$ cat src/ptd_pkg.sv
// Constants, types and helpers for the power-down timer and offset DAC register bank.
`default_nettype none
// Operation
// RULE1: Inactivity timer register at pointer 0x10, read/write, resets to 0x40.
// RULE2: Host writes timer bit 7 as zero and bit 6 as one.
// RULE3: No comparator activity for programmed period puts the part into power-down.
// RULE4: Timeout period is field value times four hours.
// RULE5: Timeout field zero disables the timer; no automatic power-down.
// RULE6: Power-down ends on a serial interface command or a power cycle.
// RULE7: Offset DAC registers at 0x11 and 0x12, read/write, reset to 0xC0.
// RULE8: Bit 7 enables that channel's offset capacitance DAC.
// RULE9: Bit 6 enables automatic offset tracking, only in adaptive threshold mode.
// RULE10: Tracking raises code above three quarters range, lowers below one quarter.
// RULE11: Tracking step size depends on the selected capacitive input range.
// RULE12: Fixed threshold mode keeps tracking off whatever bit 6 says.
// RULE13: Bits 5 to 0 hold the linear 6-bit offset code.
// RULE14: Read-only 32-bit per-part serial number at pointers 0x13 to 0x16.
// RULE15: Read-only identification byte at 0x17; writes leave it unchanged.
// RULE16: Power-down stops conversion circuits but keeps the registers reachable.
// RULE17: Timer restarts on comparator activity and on any rewrite of the field.
// RULE18: Tracking saturates at codes zero and 0x3F, never wrapping.
package ptd_pkg;

	// Register pointers.
	localparam logic [7:0] PTD_PTR_TIMER = 8'h10;
	localparam logic [7:0] PTD_PTR_DAC1 = 8'h11;
	localparam logic [7:0] PTD_PTR_DAC2 = 8'h12;
	localparam logic [7:0] PTD_PTR_SERIAL0 = 8'h13;
	localparam logic [7:0] PTD_PTR_SERIAL1 = 8'h14;
	localparam logic [7:0] PTD_PTR_SERIAL2 = 8'h15;
	localparam logic [7:0] PTD_PTR_SERIAL3 = 8'h16;
	localparam logic [7:0] PTD_PTR_PART_IDENTIFICATION = 8'h17;

	// Reset values and read value of an unmapped pointer.
	localparam logic [7:0] PTD_TIMER_RESET = 8'h40;
	localparam logic [7:0] PTD_DAC_RESET = 8'hC0;
	localparam logic [7:0] PTD_READ_UNMAPPED = 8'h00;

	// Field positions.
	localparam int PTD_DAC_EN_BIT = 7;
	localparam int PTD_DAC_AUTO_BIT = 6;
	localparam int PTD_FIELD_MSB = 5;
	localparam int PTD_FIELD_W = 6;
	localparam logic [5:0] PTD_CODE_MAX = 6'h3F;
	localparam logic [5:0] PTD_CODE_MIN = 6'h00;
	localparam logic [5:0] PTD_TIMEOUT_OFF = 6'h00;

	// Time base: one timeout step is four hours at the 20 MHz system clock.
	localparam longint unsigned PTD_CLK_HZ = 64'd20_000_000;
	localparam longint unsigned PTD_STEP_HOURS = 64'd4;
	localparam longint unsigned PTD_SEC_PER_HOUR = 64'd3600;
	localparam longint unsigned PTD_STEP_CYCLES_DEF = PTD_STEP_HOURS * PTD_SEC_PER_HOUR * PTD_CLK_HZ;
	localparam int PTD_STEP_CNT_W = 40;

	// Converter data average and the tracking thresholds at one and three quarters of range.
	localparam int PTD_AVG_W = 16;
	localparam logic [15:0] PTD_AVG_UPPER = 16'hC000;
	localparam logic [15:0] PTD_AVG_LOWER = 16'h4000;

	// Tracking step per capacitive input range setting.
	localparam int PTD_RANGE_W = 2;
	localparam logic [5:0] PTD_STEP_RANGE0 = 6'h01;
	localparam logic [5:0] PTD_STEP_RANGE1 = 6'h02;
	localparam logic [5:0] PTD_STEP_RANGE2 = 6'h04;
	localparam logic [5:0] PTD_STEP_RANGE3 = 6'h08;

	// Arbitrary neutral identification byte.
	localparam logic [7:0] PTD_PART_IDENTIFICATION_DEF = 8'h5A;

	// Byte access from the serial interface engine, by address pointer.
	typedef struct packed {
		logic wr;
		logic [7:0] ptr;
		logic [7:0] wdata;
	} ptd_reg_req_s;

	// Per-channel converter result feeding the tracking logic.
	typedef struct packed {
		logic valid;
		logic [15:0] average;
	} ptd_avg_s;

	// Step size chosen by input range.
	function automatic logic [5:0] ptd_range_step(input logic [1:0] range);
		logic [5:0] s;
		s = PTD_STEP_RANGE0;
		case (range)
			2'h1: s = PTD_STEP_RANGE1;
			2'h2: s = PTD_STEP_RANGE2;
			2'h3: s = PTD_STEP_RANGE3;
			default: s = PTD_STEP_RANGE0;
		endcase
		return s;
	endfunction

	// Saturating step of a 6-bit code in either direction.
	function automatic logic [5:0] ptd_sat_step(input logic [5:0] code, input logic [5:0] step,
		input logic up);
		logic [6:0] sum;
		logic [5:0] r;
		sum = 7'h00;
		r = code;
		if (up) begin
			sum = {1'b0, code} + {1'b0, step};
			r = (sum > {1'b0, PTD_CODE_MAX}) ? PTD_CODE_MAX : sum[5:0];
		end else begin
			r = (code < step) ? PTD_CODE_MIN : code - step;
		end
		return r;
	endfunction

endpackage

`default_nettype wire

$ cat src/ptd_regs.sv
// Power-down timer, offset DAC, serial number and identification register bank.
`timescale 1ns/1ps
`default_nettype none

module ptd_regs
	import ptd_pkg::*;
#(
	parameter longint unsigned STEP_CYCLES = PTD_STEP_CYCLES_DEF
) (
	input wire logic clk_sys,
	input wire logic rst_n,
	input wire ptd_reg_req_s reg_req,
	output logic [7:0] reg_rdata,
	input wire logic [1:0] comparator_active,
	input wire logic wake_cmd,
	input wire logic adaptive_mode,
	input wire logic [1:0] cap_range,
	input wire ptd_avg_s avg_ch1,
	input wire ptd_avg_s avg_ch2,
	input wire logic [31:0] fuse_serial,
	output logic powerdown,
	output logic conversion_enable,
	output logic [1:0] offset_dac_enable,
	output logic [5:0] offset_code_ch1,
	output logic [5:0] offset_code_ch2
);

	logic [7:0] timer_q;
	logic [7:0] dac1_q;
	logic [7:0] dac2_q;
	logic [7:0] rdata_q;
	logic [31:0] serial_meta_q;
	logic [31:0] serial_q;
	logic powerdown_q;
	logic [PTD_STEP_CNT_W-1:0] step_cnt_q;
	logic [5:0] steps_q;
	logic [5:0] timeout;
	logic step_wrap;
	logic timer_restart;
	logic timer_write;
	logic dac1_write;
	logic dac2_write;
	logic track_allowed;
	logic [5:0] track_step;

	assign timeout = timer_q[PTD_FIELD_MSB:0];
	assign timer_write = reg_req.wr && (reg_req.ptr == PTD_PTR_TIMER);
	assign dac1_write = reg_req.wr && (reg_req.ptr == PTD_PTR_DAC1);
	assign dac2_write = reg_req.wr && (reg_req.ptr == PTD_PTR_DAC2);
	assign step_wrap = (step_cnt_q == STEP_CYCLES[PTD_STEP_CNT_W-1:0] - 1'b1);

	// Restart on any comparator activity or a rewrite of the timer register. [RULE17]
	assign timer_restart = (|comparator_active) || timer_write;

	// The whole byte is stored as written; the host keeps bits 7 and 6 at 0 and 1. [RULE1] [RULE2]
	always_ff @(posedge clk_sys) begin
		if (!rst_n) begin
			timer_q <= PTD_TIMER_RESET;
		end else if (timer_write) begin
			timer_q <= reg_req.wdata;
		end
	end

	// Cycle counter for one four-hour step and the count of elapsed steps. [RULE4]
	always_ff @(posedge clk_sys) begin
		if (!rst_n) begin
			step_cnt_q <= '0;
			steps_q <= PTD_TIMEOUT_OFF;
		end else if (timer_restart || powerdown_q || timeout == PTD_TIMEOUT_OFF) begin
			step_cnt_q <= '0; // [RULE5]
			steps_q <= PTD_TIMEOUT_OFF;
		end else if (step_wrap) begin
			step_cnt_q <= '0;
			steps_q <= steps_q + 6'h01;
		end else begin
			step_cnt_q <= step_cnt_q + 1'b1;
		end
	end

	// Expiry of the last step wins over a coincident wake, so no timeout is ever lost.
	always_ff @(posedge clk_sys) begin
		if (!rst_n) begin
			powerdown_q <= 1'b0; // [RULE6]
		end else if (!powerdown_q && !timer_restart && timeout != PTD_TIMEOUT_OFF && step_wrap
			&& (steps_q + 6'h01) == timeout) begin
			powerdown_q <= 1'b1; // [RULE3] [RULE5]
		end else if (wake_cmd) begin
			powerdown_q <= 1'b0; // [RULE6]
		end
	end

	// Conversion and tracking are stopped; register access below is never gated by power-down. [RULE16]
	assign powerdown = powerdown_q;
	assign conversion_enable = !powerdown_q;

	// Tracking needs adaptive mode; in fixed mode the auto bit is ignored. [RULE9] [RULE12]
	assign track_allowed = adaptive_mode && !powerdown_q;
	assign track_step = ptd_range_step(cap_range); // [RULE11]

	// A host write in the same cycle as a tracking step wins, so software always has the last word.
	always_ff @(posedge clk_sys) begin
		if (!rst_n) begin
			dac1_q <= PTD_DAC_RESET; // [RULE7]
		end else if (dac1_write) begin
			dac1_q <= reg_req.wdata;
		end else if (track_allowed && dac1_q[PTD_DAC_AUTO_BIT] && avg_ch1.valid) begin
			if (avg_ch1.average > PTD_AVG_UPPER) begin
				dac1_q[PTD_FIELD_MSB:0] <= ptd_sat_step(dac1_q[PTD_FIELD_MSB:0], track_step,
					1'b1); // [RULE10] [RULE18]
			end else if (avg_ch1.average < PTD_AVG_LOWER) begin
				dac1_q[PTD_FIELD_MSB:0] <= ptd_sat_step(dac1_q[PTD_FIELD_MSB:0], track_step,
					1'b0); // [RULE10] [RULE18]
			end
		end
	end

	always_ff @(posedge clk_sys) begin
		if (!rst_n) begin
			dac2_q <= PTD_DAC_RESET; // [RULE7]
		end else if (dac2_write) begin
			dac2_q <= reg_req.wdata;
		end else if (track_allowed && dac2_q[PTD_DAC_AUTO_BIT] && avg_ch2.valid) begin
			if (avg_ch2.average > PTD_AVG_UPPER) begin
				dac2_q[PTD_FIELD_MSB:0] <= ptd_sat_step(dac2_q[PTD_FIELD_MSB:0], track_step,
					1'b1); // [RULE10] [RULE18]
			end else if (avg_ch2.average < PTD_AVG_LOWER) begin
				dac2_q[PTD_FIELD_MSB:0] <= ptd_sat_step(dac2_q[PTD_FIELD_MSB:0], track_step,
					1'b0); // [RULE10] [RULE18]
			end
		end
	end

	assign offset_dac_enable = {dac2_q[PTD_DAC_EN_BIT], dac1_q[PTD_DAC_EN_BIT]}; // [RULE8]
	assign offset_code_ch1 = dac1_q[PTD_FIELD_MSB:0]; // [RULE13]
	assign offset_code_ch2 = dac2_q[PTD_FIELD_MSB:0]; // [RULE13]

	// Fuse word is static but arrives from outside the clock domain, hence two stages.
	always_ff @(posedge clk_sys) begin
		serial_meta_q <= fuse_serial;
		serial_q <= serial_meta_q;
	end

	// Read data registered one cycle after the pointer; read-only bytes ignore writes.
	always_ff @(posedge clk_sys) begin
		if (!rst_n) begin
			rdata_q <= PTD_READ_UNMAPPED;
		end else if (reg_req.ptr == PTD_PTR_TIMER) begin
			rdata_q <= timer_q;
		end else if (reg_req.ptr == PTD_PTR_DAC1) begin
			rdata_q <= dac1_q;
		end else if (reg_req.ptr == PTD_PTR_DAC2) begin
			rdata_q <= dac2_q;
		end else if (reg_req.ptr == PTD_PTR_SERIAL0) begin
			rdata_q <= serial_q[31:24]; // [RULE14]
		end else if (reg_req.ptr == PTD_PTR_SERIAL1) begin
			rdata_q <= serial_q[23:16]; // [RULE14]
		end else if (reg_req.ptr == PTD_PTR_SERIAL2) begin
			rdata_q <= serial_q[15:8]; // [RULE14]
		end else if (reg_req.ptr == PTD_PTR_SERIAL3) begin
			rdata_q <= serial_q[7:0]; // [RULE14]
		end else if (reg_req.ptr == PTD_PTR_PART_IDENTIFICATION) begin
			rdata_q <= PTD_PART_IDENTIFICATION_DEF; // [RULE15]
		end else begin
			rdata_q <= PTD_READ_UNMAPPED;
		end
	end

	assign reg_rdata = rdata_q;

endmodule

`default_nettype wire

$ cat config.mk
export PLATFORM = sky130hd
export DESIGN_NAME = ptd_regs
export DESIGN_NICKNAME = d
export VERILOG_FILES = /design/src/ptd_pkg.sv /design/src/ptd_regs.sv
export SDC_FILE = /design/constraint.sdc
export NUM_CORES = 1
export LEC_CHECK = 0
export CORE_AREA = 2 2 108 110
export CTS_CLUSTER_SIZE = 25
export DETAILED_ROUTE_END_ITERATION = 8
export DIE_AREA = 0 0 110 112
export DONT_BUFFER_PORTS = 1
export HOLD_SLACK_MARGIN = 0.12
export PLACE_DENSITY = 0.74
export SLEW_MARGIN = 15
export SYNTH_ARGS = -nofsm -noshare
export SYNTH_HDL_FRONTEND = slang
export SYNTH_SLANG_ARGS = --single-unit
$ cat constraint.sdc
create_clock -name clk_sys -period 3.65 [get_ports clk_sys]
set_clock_uncertainty 0.15 [all_clocks]
set_input_delay 0.365 -clock clk_sys [delete_from_list [all_inputs] [get_ports clk_sys]]
set_output_delay 0.365 -clock clk_sys [all_outputs]
set_load 0.05 [all_outputs]
Word level (Yosys, flattened, before mapping)
Index checks and enable logic that the tools add are counted.
{"block": "totals", "regBits": 143, "out_inout_bits": 24, "elab_cells": 91}
{"block": "classes", "n_reduce_logical": 29, "n_addsub": 6, "bitwise_logic": 1, "n_eq_ne": 13, "magnitude_cmp": 8, "muxes": 23}
{"op": "$mux 6", "n": 12}
{"op": "$eq 8x5->1 const B", "n": 8}
{"op": "$mux 8", "n": 7}
{"op": "$add 40x1->40 const B", "n": 1}
{"op": "$eq 40x39->1 const B", "n": 1}
{"op": "$gt 16x16->1 const B", "n": 2}
{"op": "$lt 16x15->1 const B", "n": 2}
{"op": "$add 6x6->7", "n": 2}
{"op": "$gt 7x6->1 const B", "n": 2}
{"op": "$logic_and 1x1->1", "n": 12}
{"op": "$lt 6x6->1", "n": 2}
{"op": "$pmux 4 s3", "n": 1}
{"op": "$sub 6x6->6", "n": 2}
{"op": "$mux 7", "n": 1}
{"op": "$add 6x1->6 const B", "n": 1}
{"op": "$eq 6x6->1", "n": 1}
{"op": "$logic_not 6->1", "n": 1}
{"op": "$reduce_bool 2->1", "n": 3}
{"op": "$reduce_bool 3->1", "n": 2}
{"op": "$reduce_bool 6->1", "n": 1}
{"op": "$eq 2x2->1 const B", "n": 2}
{"op": "$reduce_and 2->1", "n": 2}
{"op": "$reduce_or 2->1", "n": 2}
{"op": "$logic_or 1x1->1", "n": 3}
{"op": "other kinds (5)", "n": 7}

Depth between registers and ports, before layout
{"block": "logic_depth", "depth_word": 9, "ltp_mapped": 10, "ltp_nobuf": 10}

Least setup slack after synthesis
No wires, ideal clock.
{"block": "synth_path", "path_kind": "input port to flip-flop", "startpoint": "input cap_range[0]", "endpoint": "register dac1_q[3]", "setup_slack_ps": 808, "path_buffers": 0, "required_time_ps": 3370, "setup_time_ps": 130, "arrival_time_ps": 2562, "path_stages": 10, "path_cell_list": "nor2_1 -> ha_1 -> inv_1 -> fa_1 -> a21o_1 -> a21oi_1 -> a22oi_1 -> a221o_1 -> a2111oi_0 -> nor3_1"}
{"block": "synth_via", "elab_chain_len": 8, "word_cells_on_any_way": 14, "cone_classes": "add/sub (2); order compare (2); eq/ne (3); mux (7)"}
{"item": "start, declared", "line_no": "ptd_regs.sv:17", "source": "input wire logic [1:0] cap_range,"}
{"item": "$eq 2x2->1 or $eq 2x1->1 (tied branches)", "line_no": "ptd_pkg.sv:87", "source": "case (range)"}
{"item": "$pmux 4 s3 (*)", "line_no": "ptd_pkg.sv:87"}
{"item": "$add 6x6->7 (tied with other cells)", "line_no": "ptd_pkg.sv:104", "source": "sum = {1'b0, code} + {1'b0, step};"}
{"item": "$gt 7x6->1 or $mux 6 (tied branches)", "line_no": "ptd_pkg.sv:105, ptd_pkg.sv:107"}
{"item": "$mux 6 (on tied branches)", "line_no": "ptd_pkg.sv:105, ptd_regs.sv:110"}
{"item": "$mux 6 (*)", "line_no": "ptd_regs.sv:107", "source": "if (avg_ch1.average > PTD_AVG_UPPER) begin"}
{"item": "$mux 6 (*)", "line_no": "ptd_regs.sv:106", "source": "end else if (track_allowed && dac1_q[PTD_DAC_AUTO_BIT] && avg_ch1.valid) begin"}
{"item": "$mux 6 (*)", "line_no": "ptd_regs.sv:104", "source": "end else if (dac1_write) begin"}
{"item": "end signal, assigned", "line_no": "ptd_regs.sv:105", "source": "dac1_q <= reg_req.wdata;"}
{"item": "end signal, assigned by index", "line_no": "ptd_regs.sv:108", "source": "dac1_q[PTD_FIELD_MSB:0] <= ptd_sat_step(dac1_q[PTD_FIELD_MSB:0], track_step,"}
{"item": "end signal, assigned by index", "line_no": "ptd_regs.sv:111", "source": "dac1_q[PTD_FIELD_MSB:0] <= ptd_sat_step(dac1_q[PTD_FIELD_MSB:0], track_step,"}
{"item": "end, declared", "line_no": "ptd_regs.sv:29", "source": "logic [7:0] dac1_q;"}
Every way passes the cells marked *; elsewhere a longest branch is shown, timed or not. The select of a mux whose other input is x is not followed.
A chain may end at the register's enable or synchronous reset.

Worst setup path after layout
{"block": "layout_path", "startpoint": "register dac1_q[1]", "endpoint": "register dac1_q[3]"}
{"block": "layout_via", "elab_chain_len": 6, "word_cells_on_any_way": 10, "cone_classes": "add/sub (2); order compare (2); mux (6)"}
{"item": "$add 6x6->7 (tied with other cells)", "line_no": "ptd_pkg.sv:104"}
{"item": "$gt 7x6->1 or $mux 6 (tied branches)", "line_no": "ptd_pkg.sv:105, ptd_pkg.sv:107"}
{"item": "$mux 6 (on tied branches)", "line_no": "ptd_pkg.sv:105, ptd_regs.sv:110"}
{"item": "$mux 6 (*)", "line_no": "ptd_regs.sv:107"}
{"item": "$mux 6 (*)", "line_no": "ptd_regs.sv:106"}
{"item": "$mux 6 (*)", "line_no": "ptd_regs.sv:104"}
Marked as above.

==> summary.txt <==
Run status
  – Outcome: completed

Routing
  – Post-route DRC: 0
  – Starting DRT DRC Count: between 400 and 500
  – Drt pass-1 iters: 7
  – WL/cell: 17.7 um
  – Total number of vias: approximately 5300
  – DRT Wirelength: about 16000 um
  – DRT antenna net count: 0
  – Via/cell ratio: ~6.0

Pwr
  – PwrDens: around 500 nW/um^2
  – Clock power share: between 40 and 50%
  – Cell Int Power: roughly 0.0028 W
  – P_sw: about 0.00089 W
  – Sequential power share: between 40 and 50%
  – Worst vdd ir: between 0.0005 and 0.0006 V
  – Switching Fraction: 24.4%
  – Leak pwr: approximately 2.8 nW
  – Logic pwr share: about 6.6%

Setup path
  – Crit path kind: reg -> reg
  – Startpoint types: register
  – Req. time, crit path: about 3.8 ns
  – Worst-path fanout max: 7
  – Data arrival, critical path: 3.18 ns
  – Setup crit end kind: register

Final layout
  – Commonest non-fill, non-tap cell in the layout: dfxtp_1
  – Util after Layout: approximately 67%
  – Post-Layout Cell Count: slightly below 900
  – Commonest non-fill, non-tap cells in the layout: dfxtp_1, nor2_1, nand2_1, dlygate4sd3_1, nand3_1
  – Synth-to-Final Area Change: 17.0%
  – Share of cells above drive strength 1: under 10%
  – Nets: 837
  – Fin area: approximately 7500 um^2

Placement
  – Post-detail-place hpwl: ~11000 um
  – Placed cell area: roughly 6400 um^2
  – Routability-driven placement congestion ratio: 0.884
  – Placed cells: around 800
  – Port Buffer Count: 0

STA
  – Endpoints failing hold: 0
  – Worst-margin pin slew: around 0.84 ns
  – RSZ-0062 raised after global routing: no
  – Slew Viols, Final: 0
  – TNS Setup: 0 ns
  – Period utilisation layout: 83.2%
  – Final Critical Period: ~3 ns
  – FMAX: ~330 MHz
  – Count of final setup violators: 0
  – Slew HR: ~44%

Floorplanning
  – Die X: 110 um
  – Core box area: roughly 11000 um^2
  – Die area: around 12000 um^2
  – FP Rows: 39
  – Height of the die: ~110 um
  – I/O Pins: roughly 120
  – Initial Util: 57.6%

Synthesis
  – Xor/xnor share of the synthesized area: 6.26%
  – Post-synth ARST share: 0%
  – Yosys reg bits: approximately 140
  – Post-Synth Adder-Cell Area: 4.74%
  – Post-synth EDFFs: 0
  – Syn_nets: ~800
  – Syn. warnings: 0
  – Post-synthesis mux area share: under 10%
  – Compound-Gate Fraction of Synth Area: 11.3%
  – Simple-gate share of the synthesized area: a little under a quarter
  – Area share of the largest cell type after synthesis: 44.5%
  – Syn Inst Count: between 600 and 700
  – Unique cell type count in the Yosys netlist: approximately 70
  – Syn Area/Cell: around 9.3 um^2
  – Seq/Total Area, Yosys: between 40% and 50%
  – Leading area contributor after synthesis: dfxtp_1
  – Largest family of logic cells by synthesized area: simple AND/OR/NAND/NOR gates
  – Area contributors post-synth: dfxtp_1, nor2_1, ha_1
  – Netlist Area Pre-Place: 6430 um^2
  – Dominant synthesized flop cell: dfxtp_1

Clocking
  – Clock insertion delay at the later pin of the skew report: ~0.42 ns
  – Clock transition at the registers of the reported paths: 0.07 ns
  – CTS tree: built
  – CTS buffer count: 17
  – Root Driver: clkbuf_16
  – Post_cts resized: 0
  – H-tree Lvls: 4
  – Clk buf depth: 2
  – CTS sink cnt: 143

GRT
  – Largest net degree at the start of global routing: between 40 and 50
  – Number of global-route vias before repair: around 5200
  – Overflow after GRT: 0
  – Initial antenna violation count: 2
  – Gr usage total: 26.4%
  – First-pass GRT wire length: around 25000 um

Job
  – Max-cap violation count: 0

Min path
  – Min-Delay Path Class: in -> reg
## metal layers
layer  wire (um)  global-route usage, %  part of all wire (%)
met1        6370                   31.4                    41
met2        7310                   42.8                    47
met3        1430                   9.48                   9.2
met4         474                   11.2                   3.0
met5          12                      0                 0.077
## layout make-up
type	instances	area (um^2)
Timing Repair Buffer	57	546
Inverter	26	97.6
Multi-Input combinational cell	479	3220
Antenna cell	1	2.50
Clock inverter	15	194
Fill cell	844	3650
Clock buffer	17	425
Sequential cell	143	2860
Tap cell	143	179
## sequential cells by signal, summed over array words and instances (netlist names)
| register | cells |
|---|---|
| dac1_q | 8 |
| dac2_q | 8 |
| powerdown | 1 |
| reg_rdata | 8 |
| serial_meta_q | 32 |
| serial_q | 32 |
| step_cnt_q | 40 |
| steps_q | 6 |
| timer_q | 8 |
## Yosys cell counts (18+ instances only)
master / instances
nand3_1: 28
mux2i_1: 18
inv_1: 26
xnor2_1: 23
nand2_1: 49
nor2_1: 82
clkbuf_1: 18
ha_1: 18
dfxtp_1: 143
nor3_1: 24
xor2_1: 23
o21ai_0: 24
## through the flow
stage / total power, W / setup slack [ns] / hold slack [ns]
after floorplan: 0.00183 / 0.808 / 0.160
after global placement: 0.00186 / 0.650 / 0.161
after global routing: 0.00377 / 0.406 / 0.130
after CTS: 0.00368 / 0.677 / 0.122
after detailed placement: 0.00186 / 0.570 / 0.162
final: 0.00366 / 0.613 / 0.147
## worst max-delay path, cell delays in order (launching register included)
cell and delay, ns:
dfxtp_1 0.57, fa_1 0.58, a21o_1 0.20, a21oi_1 0.32, a22oi_1 0.21, a221o_1 0.38, a2111oi_0 0.41, nor3_1 0.09
## path summary, 6_finish.rpt
path,start,to,slack [ns],depth (start not counted)
max,dac1_q[1],dac1_q[3],0.61,7
min,reg_req[8],reg_rdata[7],0.15,3
max reg2reg,dac1_q[1],dac1_q[3],0.61,7
min reg2reg,serial_meta_q[28],serial_q[28],0.18,0
## power by group through the flow
stage	clock (W)	combinational [W]	sequential, W
finish	0.00178	0.000243	0.00164
global placement	0	0.000187	0.00167
floorplan	0	0.000178	0.00165
CTS	0.00180	0.000235	0.00164
detailed placement	0	0.000187	0.00167
global route	0.00186	0.000265	0.00164
## cells by family (layout without fill, tap and decap cells)
kind of cell / count (synthesis) / in the layout
AOI/OAI and AO/OA: 103 / 103
xor gates and xnor gates: 46 / 46
adders and majority gates: 22 / 22
buffers and inverters: 67 / 115
DFF: 143 / 143
muxes: 26 / 26
other: 0 / 1
and+or+nand+nor: 282 / 282
## what timing repair did
| action | CTS | global route |
|---|---|---|
| buffers inserted | 0 | 0 |
| hold buffers | 47 | 0 |
| endpoints found under the hold margin | 62 | 0 |
| setup endpoints to repair | 0 | 0 |
No activity file was read; power rests on OpenSTA's default activity.
